===== config.mk =====
export PLATFORM = sky130hd
export DESIGN_NAME = csp_top
export DESIGN_NICKNAME = d
export VERILOG_FILES = /design/src/logic/csp_buf.v /design/src/logic/csp_top.v
export VERILOG_INCLUDE_DIRS = /design/src /design/src/shared
export SDC_FILE = /design/constraint.sdc
export NUM_CORES = 1
export LEC_CHECK = 0
export BUFFER_PORTS_ARGS = -buffer_cell sky130_fd_sc_hd__buf_4
export CAP_MARGIN = 20
export CORE_MARGIN = 4
export CORE_UTILIZATION = 45
export DETAILED_ROUTE_END_ITERATION = 12
export GPL_ROUTABILITY_DRIVEN = 0
export PLACE_DENSITY_LB_ADDON = 0.08
export SYNTH_ARGS = -nofsm -noshare
export SYNTH_HDL_FRONTEND = slang
export SYNTH_SLANG_ARGS = --single-unit

===== constraint.sdc =====
create_clock -name REF_CLK -period 6 [get_ports REF_CLK]
set_clock_uncertainty 0.05 [all_clocks]
set_input_delay 1.2 -clock REF_CLK [delete_from_list [all_inputs] [get_ports REF_CLK]]
set_output_delay 1.2 -clock REF_CLK [all_outputs]
set_load 0.05 [all_outputs]

===== src/shared/csp_defs.vh =====
// Overview of operation
// - clock select other than 111 makes the shift clock internally.
// - internal clock mode holds the serial clock pin high around transfers.
// - codes 000..110 give main clock over 2^13,2^8,2^6,2^5,2^4,2^3,2^2.
// - clock select 111 shifts on the clock arriving at the clock pin.
// - transmit bits change on the falling edge of the serial clock.
// - receive bits are sampled on the rising edge of the serial clock.
// - bit order 0 sends MSB first and stores the first bit as MSB.
// - bit order 1 sends LSB first and stores the first bit as LSB.
// - transfer mode 00 is transmit only.
// - transfer mode 01 is receive only, started without buffer preload.
// - internal clock starts at once; external shifts on incoming edges.
// - transmit interrupt fires as the second bit of the last byte starts.
// - run cleared in service finishes the byte, idle after last rise.
// - abort stops a transmission at once, even mid byte.
// - external fall with empty buffer sets transmit error, output high.
// - after an error abort clears only run and the status register.
// - abort clears run and all status flags, abort bit reads back 0.
`ifndef CSP_DEFS_VH
`define CSP_DEFS_VH
// register indexes, byte address is four times the index
`define CSP_IDX_CTL1     8'h16
`define CSP_IDX_CTL2     8'h17
`define CSP_IDX_STAT     8'h18
`define CSP_IDX_DATA     8'h19
// control one fields
`define CSP_CTL1_RUN     7
`define CSP_CTL1_ABORT   6
`define CSP_CTL1_MODE_HI 5
`define CSP_CTL1_MODE_LO 4
`define CSP_CTL1_DIR     3
`define CSP_CTL1_SCK_HI  2
`define CSP_CTL1_SCK_LO  0
`define CSP_CTL1_RST     8'h00
`define CSP_CTL2_RST     3'h0
// status fields
`define CSP_ST_ACTIVE    7
`define CSP_ST_SHIFT     6
`define CSP_ST_TXEMPTY   5
`define CSP_ST_RXFULL    4
`define CSP_ST_TXERR     3
`define CSP_ST_RXERR     2
// codes
`define CSP_MODE_TX      2'h0
`define CSP_MODE_RX      2'h1
`define CSP_MODE_TXRX    2'h2
`define CSP_SCK_EXT      3'h7
`define CSP_BUF_DEPTH    8
`define CSP_BUF_AW       3
`endif


===== src/logic/csp_buf.v =====
`timescale 1ns/100ps
module csp_buf
(
	// clock and reset
	input  wire       clk,
	input  wire       rst,
	// control
	input  wire       push,
	input  wire       pop,
	input  wire [7:0] wdata,
	// state
	output wire [7:0] rdata,
	output wire       empty,
	output wire       full
);
`include "csp_defs.vh"
	reg [7:0]              mem [0:`CSP_BUF_DEPTH-1];
	reg [`CSP_BUF_AW-1:0]  wptr;
	reg [`CSP_BUF_AW-1:0]  rptr;
	reg [`CSP_BUF_AW:0]    cnt;
	wire                   do_push;
	wire                   do_pop;

	// a push into a full buffer is dropped rather than overwrite data
	assign do_push = push & ~full;
	assign do_pop  = pop & ~empty;
	assign empty   = (cnt == 4'h0);
	assign full    = (cnt == 4'h8);
	assign rdata   = mem[rptr];

	always @(posedge clk)
	begin
		if (do_push)
			mem[wptr] <= wdata;
	end

	always @(posedge clk or posedge rst)
	begin
		if (rst)
		begin
			wptr <= 3'h0;
			rptr <= 3'h0;
			cnt  <= 4'h0;
		end
		else
		begin
			if (do_push)
				wptr <= wptr + 3'h1;
			if (do_pop)
				rptr <= rptr + 3'h1;
			if (do_push & ~do_pop)
				cnt <= cnt + 4'h1;
			else if (do_pop & ~do_push)
				cnt <= cnt - 4'h1;
		end
	end
endmodule


===== src/logic/csp_top.v =====
`timescale 1ns/100ps
module csp_top
(
	// clock and reset
	input  wire        REF_CLK,
	input  wire        SYS_RST,
	// apb slave
	input  wire        PSEL,
	input  wire        PENABLE,
	input  wire        PWRITE,
	input  wire [7:0]  PADDR,
	input  wire [31:0] PWDATA,
	output reg  [31:0] PRDATA,
	output reg         PREADY,
	output reg         PSLVERR,
	// serial pins
	input  wire        SERIAL_CLOCK_PIN_IN,
	output reg         SERIAL_CLOCK_PIN_OUT,
	output reg         SERIAL_CLOCK_PIN_OE_N,
	input  wire        SERIAL_DATA_IN,
	output reg         SERIAL_DATA_OUTPUT_PIN,
	// event
	output reg         TRANSFER_INTERRUPT
);
`include "csp_defs.vh"
	reg  [7:0]  serial_control_one;
	reg  [2:0]  serial_control_two;
	reg         active;
	reg         shifting;
	reg         tx_empty;
	reg         rx_full;
	reg         tx_err;
	reg         rx_err;
	reg  [2:0]  bit_cnt;
	reg  [3:0]  byte_cnt;
	reg  [7:0]  shreg;
	reg  [12:0] div;
	reg         sck_int;
	reg         ck_s1;
	reg         ck_s2;
	reg         ck_s3;
	reg         ck_st;
	reg         di_s1;
	reg         di_s2;
	reg         di_s3;
	wire        run;
	wire        dir;
	wire [1:0]  mode;
	wire        ext;
	wire        tx_mode;
	wire        rx_mode;
	wire [3:0]  total;
	wire        done_all;
	wire        gen;
	wire        tick;
	wire        lead;
	wire        trail;
	wire [7:0]  next_shreg;
	wire        acc;
	wire        wr;
	wire        rd;
	wire        hit_data;
	wire        mapped;
	wire [7:0]  idx;
	wire        abort;
	wire        load;
	wire        byte_end;
	wire [7:0]  buf_rdata;
	wire        buf_empty;
	wire        buf_push;
	wire        buf_pop;
	wire [7:0]  buf_wdata;
	wire [7:0]  stat;

	// half period of the internal shift clock in main clock cycles
	function [12:0] half_cnt;
		input [2:0] code;
		begin
			case (code)
				3'h0:    half_cnt = 13'h1000;
				3'h1:    half_cnt = 13'h0080;
				3'h2:    half_cnt = 13'h0020;
				3'h3:    half_cnt = 13'h0010;
				3'h4:    half_cnt = 13'h0008;
				3'h5:    half_cnt = 13'h0004;
				default: half_cnt = 13'h0002;
			endcase
		end
	endfunction

	assign run  = serial_control_one[`CSP_CTL1_RUN];
	assign dir  = serial_control_one[`CSP_CTL1_DIR];
	assign mode = serial_control_one[`CSP_CTL1_MODE_HI:`CSP_CTL1_MODE_LO];
	assign ext  = (serial_control_one[`CSP_CTL1_SCK_HI:`CSP_CTL1_SCK_LO]
		== `CSP_SCK_EXT);
	// reserved mode 11 behaves as transmit and receive
	assign tx_mode  = (mode != `CSP_MODE_RX);
	assign rx_mode  = (mode != `CSP_MODE_TX);
	assign total    = {1'b0, serial_control_two} + 4'h1;
	assign done_all = (byte_cnt == total);

	// apb decode, one wait state so read data comes from a flop
	assign idx      = {2'h0, PADDR[7:2]};
	assign acc      = PSEL & PENABLE & PREADY;
	assign wr       = acc & PWRITE;
	assign rd       = acc & ~PWRITE;
	assign mapped   = (PADDR[1:0] == 2'h0) & (idx >= `CSP_IDX_CTL1)
		& (idx <= `CSP_IDX_DATA);
	assign hit_data = (idx == `CSP_IDX_DATA);
	assign abort    = wr & (idx == `CSP_IDX_CTL1)
		& PWDATA[`CSP_CTL1_ABORT];
	assign stat     = {active, shifting, tx_empty, rx_full,
		tx_err, rx_err, 2'h0};

	// external clock synchroniser, edge taken once stages two and three agree
	always @(posedge REF_CLK or posedge SYS_RST)
	begin
		if (SYS_RST)
		begin
			ck_s1 <= 1'b1;
			ck_s2 <= 1'b1;
			ck_s3 <= 1'b1;
			ck_st <= 1'b1;
			di_s1 <= 1'b1;
			di_s2 <= 1'b1;
			di_s3 <= 1'b1;
		end
		else
		begin
			ck_s1 <= SERIAL_CLOCK_PIN_IN;
			ck_s2 <= ck_s1;
			ck_s3 <= ck_s2;
			di_s1 <= SERIAL_DATA_IN;
			di_s2 <= di_s1;
			di_s3 <= di_s2;
			if (ck_s2 == ck_s3)
				ck_st <= ck_s3;
		end
	end

	// internal clock runs only while bytes remain or a byte is open
	assign gen  = active & ~ext & (~done_all | shifting);
	assign tick = gen & (div == half_cnt(serial_control_one[2:0]) - 13'h1);
	assign lead = active & (ext ? ((ck_s2 == ck_s3) & ck_st & ~ck_s3)
		: (tick & sck_int));
	assign trail = active & shifting & (ext
		? ((ck_s2 == ck_s3) & ~ck_st & ck_s3)
		: (tick & ~sck_int));
	assign load     = lead & ~shifting & ~done_all & ~(tx_mode & buf_empty);
	assign byte_end = trail & (bit_cnt == 3'h7);
	assign next_shreg = dir ? {di_s3, shreg[7:1]}
		: {shreg[6:0], di_s3};

	assign buf_push  = tx_mode ? (wr & hit_data) : byte_end;
	assign buf_wdata = tx_mode ? PWDATA[7:0] : next_shreg;
	assign buf_pop   = tx_mode ? load : (rd & hit_data);

	csp_buf u_buf
	(
		.clk   (REF_CLK),
		.rst   (SYS_RST),
		.push  (buf_push),
		.pop   (buf_pop),
		.wdata (buf_wdata),
		.rdata (buf_rdata),
		.empty (buf_empty),
		.full  ()
	);

	always @(posedge REF_CLK or posedge SYS_RST)
	begin
		if (SYS_RST)
		begin
			PREADY  <= 1'b0;
			PRDATA  <= 32'h00000000;
			PSLVERR <= 1'b0;
		end
		else
		begin
			PREADY  <= PSEL & PENABLE & ~PREADY;
			PSLVERR <= PSEL & PENABLE & ~PREADY & ~mapped;
			if (PSEL & PENABLE & ~PREADY)
			begin
				case (idx)
					`CSP_IDX_CTL1: PRDATA <= {24'h0, serial_control_one};
					`CSP_IDX_CTL2: PRDATA <= {29'h0, serial_control_two};
					`CSP_IDX_STAT: PRDATA <= {24'h0, stat};
					`CSP_IDX_DATA: PRDATA <= {24'h0, buf_rdata};
					default:       PRDATA <= 32'h00000000;
				endcase
			end
		end
	end

	// register writes and the shift engine share one process
	always @(posedge REF_CLK or posedge SYS_RST)
	begin
		if (SYS_RST)
		begin
			serial_control_one     <= `CSP_CTL1_RST;
			serial_control_two     <= `CSP_CTL2_RST;
			active                 <= 1'b0;
			shifting               <= 1'b0;
			tx_empty               <= 1'b0;
			rx_full                <= 1'b0;
			tx_err                 <= 1'b0;
			rx_err                 <= 1'b0;
			bit_cnt                <= 3'h0;
			byte_cnt               <= 4'h0;
			shreg                  <= 8'hFF;
			div                    <= 13'h0000;
			sck_int                <= 1'b1;
			SERIAL_CLOCK_PIN_OUT   <= 1'b1;
			SERIAL_CLOCK_PIN_OE_N  <= 1'b1;
			SERIAL_DATA_OUTPUT_PIN <= 1'b1;
			TRANSFER_INTERRUPT     <= 1'b0;
		end
		else if (abort)
		begin
			// abort bit never stored, so it reads back as zero
			serial_control_one[`CSP_CTL1_RUN] <= 1'b0;
			active                 <= 1'b0;
			shifting               <= 1'b0;
			tx_empty               <= 1'b0;
			rx_full                <= 1'b0;
			tx_err                 <= 1'b0;
			rx_err                 <= 1'b0;
			bit_cnt                <= 3'h0;
			byte_cnt               <= 4'h0;
			div                    <= 13'h0000;
			sck_int                <= 1'b1;
			SERIAL_CLOCK_PIN_OUT   <= 1'b1;
			SERIAL_DATA_OUTPUT_PIN <= 1'b1;
			TRANSFER_INTERRUPT     <= 1'b0;
		end
		else
		begin
			TRANSFER_INTERRUPT    <= 1'b0;
			SERIAL_CLOCK_PIN_OE_N <= ext;
			if (wr & (idx == `CSP_IDX_CTL1))
			begin
				serial_control_one <= {PWDATA[7], 1'b0, PWDATA[5:0]};
				if (PWDATA[`CSP_CTL1_RUN] & ~active)
				begin
					active   <= 1'b1;
					// data line idles high until the first bit is loaded
					SERIAL_DATA_OUTPUT_PIN <= 1'b1;
					byte_cnt <= 4'h0;
					bit_cnt  <= 3'h0;
					rx_full  <= 1'b0;
					tx_empty <= 1'b0;
				end
			end
			if (wr & (idx == `CSP_IDX_CTL2))
				serial_control_two <= PWDATA[2:0];
			if (rd & hit_data & rx_mode & buf_empty)
				rx_full <= 1'b0;

			if (gen)
			begin
				div <= tick ? 13'h0000 : div + 13'h0001;
				if (tick)
					sck_int <= ~sck_int;
			end
			else
			begin
				div     <= 13'h0000;
				sck_int <= 1'b1;
			end
			SERIAL_CLOCK_PIN_OUT <= gen ? (tick ? ~sck_int : sck_int)
				: 1'b1;

			if (lead & ~shifting & tx_mode & buf_empty & ext)
			begin
				tx_err                 <= 1'b1;
				SERIAL_DATA_OUTPUT_PIN <= 1'b1;
			end
			else if (load)
			begin
				shifting <= 1'b1;
				shreg    <= tx_mode ? buf_rdata : 8'hFF;
				SERIAL_DATA_OUTPUT_PIN <= ~tx_mode
					| (dir ? buf_rdata[0] : buf_rdata[7]);
				if (tx_mode & (byte_cnt == total - 4'h1))
					tx_empty <= 1'b1;
			end
			else if (lead & shifting)
			begin
				SERIAL_DATA_OUTPUT_PIN <= ~tx_mode
					| (dir ? shreg[0] : shreg[7]);
				if (tx_mode & (bit_cnt == 3'h1)
					& (byte_cnt == total - 4'h1))
					TRANSFER_INTERRUPT <= 1'b1;
			end

			if (trail)
			begin
				shreg   <= next_shreg;
				bit_cnt <= bit_cnt + 3'h1;
			end
			if (byte_end)
			begin
				shifting <= 1'b0;
				byte_cnt <= byte_cnt + 4'h1;
				if (rx_mode & (byte_cnt == total - 4'h1))
				begin
					rx_full            <= 1'b1;
					TRANSFER_INTERRUPT <= 1'b1;
				end
				if (~run)
					active <= 1'b0;
			end
			else if (~run & ~shifting & active
				& ~(wr & (idx == `CSP_IDX_CTL1)))
				active <= 1'b0;
		end
	end
endmodule


==> results.md <==
* Status: completed
* Mapped Cells at 633
* Post-place setup slack at 1.131 ns
* Unrepaired setup endpoints after global routing: no
* Least-Margin Pin Slew at 1.002 ns
* Fillers at 1398
* Setup Viol. Count Final at 0
* Via count at 5094
* EDFF count, synth at 64
* Total Neg Setup Slack at 0 ns
* Layout overhead on the synthesized area at 14.17%
* Peak supply drop at 204.9 uV
* Ys Warns at 0
* Maxcap violations at 0
* Hold bufs inserted after CTS at 0
* Sequential fraction of design power at 0.474
* Vias in the first global route at 5008
* Worst hold-check path type: flop to flop
* Routed vias/inst at 5.623
* Root Driver: clkbuf_16
* Post_cts resized at 0
* Starting Density at 0.4576
* DRC viols at 0
* Final hold vios at 0
* Max Slew Vio Count at 0
* Crit-path cells: ha_1, inv_1, ha_1, inv_1, o41ai_1, mux2i_1, o2111ai_2, o41a_1, or2_4, ha_1, inv_1, ha_1, a21o_1, a21oi_1, xnor2_1, nor2_1, xor2_1
* Placed cell area at 7675 um^2
* Clk pwr share at 0.478
* Ant. Diodes at 0
* Detailed Place HPWL at 12450 um
* Yosys reg bits at 138
* Num CTS Buffers at 17
* Ys async rst share at 0.5362
* CP startpoint kind: flop
* Dpl cells at 874
* Global-route wire length before repair at 28260 um
* Die height at 134.6 um
* Worst setup margin at 1.093 ns
* Critical-path top delay cell: mux2i_1
* PD cells at 257.4 nW/um^2
* Switching share of total power at 0.2447
* Delay-heaviest family, CP: compound AO/OA/AOI/OAI gates
* TritonCTS clock tree: done
* Pin count of the biggest net entering global routing at 75
* FP Rows at 46
* Design Area, Final at 8238 um^2
* Hold WS at 0.3070 ns
* Logic pwr share at 0.048
* Overall Global Routing Usage at 0.2039
* Psw at 0.0005189 W
* Critical Path RT at 6.26 ns
* Sequential share of the synthesized area at 0.5261
* Ranking of synthesized cells by area: edfxtp_1 (27%), dfrtp_1 (19%), dfstp_2 (6.6%)
* Synth Flop Type: edfxtp_1
* CTS clock-pin slew for the worst setup and hold paths at 0.06 ns
* Post-route antenna net violation count at 0
* Critical Path Max Stage Delay at 0.64 ns
* Maximum buffer depth of the clock tree at 2
* Core ar. at 15770 um^2
* Total global routing overflow at 0
* Die ar. at 18130 um^2
* Synth cell types at 70
* CP dominant cell by count: ha_1
* Cell Count, Final, Fillers Out at 906
* WP data arrival at 5.17 ns
* Initial DRT Pass Iterations at 5
* H-Tree Depth at 4
* Post-Syn Area at 7216 um^2
* Slew headroom at 0.3297
* Fmax at 0.2038 GHz
* Post-CTS setup buffers at 0
* Pint at 0.001601 W
* Bufs and invs on worst path at 3
* Clock sink count at 138
* Initial DRC Count at 402
* Die X at 134.6 um
* Initial antenna violation count at 0
* Tmin final at 4.907 ns
* Setup Crit Path Kind: flop to flop
* Critical path endpoint category: flop
* WL per Instance at 19.48 um
* Final period utilization at 0.8178
* Fin nets at 743
* Yosys top cell area share at 0.2663
* Post-Route WL at 17650 um
* Port buffer count at 36
* Worst-Skew Late Latency at 0.43 ns
* Crit path max fanout at 14
* Leakage at 3.253 nW
* Syn_area_per_cell at 11.40 um^2
* IO Count at 85
* Ratio of cells with drive above 1 in the final layout at 0.2217
* Yosys top cell by area: edfxtp_1
area by class of cell:
type	instances	area, um^2	share of cell area
Clock buffer	18	429.2	0.05210
Clock inverter	14	133.9	0.01625
Inverter	29	110.1	0.01337
Multi-Input combinational cell	439	3108	0.3773
Sequential cell	138	3796	0.4608
Tap cell	216	270.3	0.03281
Timing Repair Buffer	52	390.4	0.04739
routing by layer:
metal / vias to the layer above / global-route usage / wire (um) / part of all wire
li1: 2361 / - / - / -
met1: 2552 / 0.2749 / 7616 / 0.43
met2: 157 / 0.3407 / 8946 / 0.51
met3: 24 / 0.03912 / 902 / 0.051
met4: 0 / 0.05373 / 187 / 0.011
met5: - / 0 / 0 / 0
per-stage QoR:
stage / utilization / total power [W]
after CTS: 0.5224 / 0.002133
final: 0.5224 / 0.002120
after floorplan: - / 0.001105
after global routing: 0.5224 / 0.002186
after detailed placement: 0.4867 / 0.001126
after global placement: 0.4867 / 0.001124
final timing paths:
check                                       from            to  slack (ns)  cells past startpoint
setup / recovery           serial_control_one[2]  u_buf.cnt[3]        1.09                     17
min in group asynchronous                SYS_RST  u_buf.cnt[0]        1.02                      3
max in group asynchronous                SYS_RST        PREADY        4.24                      3
hold / removal                             di_s1         di_s2        0.31                      0
hold reg to reg                            di_s1         di_s2        0.31                      0
setup reg to reg           serial_control_one[2]  u_buf.cnt[3]        1.09                     17
worst register-to-register path, stage by stage, from the launching register on:
cell	delay [ns]
dfrtp_1	0.53
ha_1	0.36
inv_1	0.11
ha_1	0.16
inv_1	0.05
o41ai_1	0.48
mux2i_1	0.65
o2111ai_2	0.33
o41a_1	0.56
or2_4	0.29
ha_1	0.22
inv_1	0.12
ha_1	0.24
a21o_1	0.15
a21oi_1	0.16
xnor2_1	0.13
nor2_1	0.07
xor2_1	0.14
flip-flops by register name (all words and copies together), names as in the netlist, 3 cells and up:
name	flops
u_buf.wptr	3
serial_control_one	7
div	13
u_buf.cnt	4
PRDATA	8
byte_cnt	4
u_buf.mem	64
u_buf.rptr	3
bit_cnt	3
shreg	8
serial_control_two	3
cells in the mapped netlist (all sizes together), types with 7 or more instances:
cell type   n
nor2b       9
inv        29
edfxtp     64
clkbuf     21
o21ai      31
dfstp      18
and3       10
nand2b      7
nand2      70
mux2       19
dfrtp      56
nor3       11
nand3      23
a21oi      17
ha         18
nor2       33
nor4       13
buf        29
xnor2      14
o22ai       8
mux4       16
xor2       16
power groups by stage:
stage / Sequential, W / Clock [W] / Combinational (W)
finish: 0.00101 / 0.00101 / 0.000102
global route: 0.00101 / 0.00107 / 0.000111
CTS: 0.00101 / 0.00103 / 0.000102
detailed placement: 0.00102 / 0 / 0.000102
global placement: 0.00102 / 0 / 0.000100
floorplan: 0.00102 / 0 / 0.0000804
layout by cell type (no fill, tap or decap), drive strengths merged, types with 11 or more instances in the layout:
| cell type | count |
|---|---|
| a21oi | 17 |
| buf | 52 |
| clkbuf | 18 |
| conb | 24 |
| dfrtp | 56 |
| dfstp | 18 |
| edfxtp | 64 |
| ha | 18 |
| inv | 37 |
| mux2 | 19 |
| mux4 | 16 |
| nand2 | 70 |
| nand3 | 23 |
| nor2 | 33 |
| nor3 | 11 |
| nor4 | 13 |
| o21ai | 31 |
| xnor2 | 14 |
| xor2 | 16 |
kinds of logic (layout without fill, tap and decap cells):
kind of cell               Yosys count  count (layout)  synth area share
DFF                                138             138            0.5261
and+or+nand+nor                    212             212            0.1495
AOI/OAI and AO/OA                  113             113            0.1091
buffers and inverters               79             113           0.05601
muxes                               40              40           0.08705
other                                1              24         0.0005197
xor gates and xnor gates            30              30           0.03641
adders and majority gates           20              20           0.03537
Note: power is estimated with default switching activity, not from simulation.
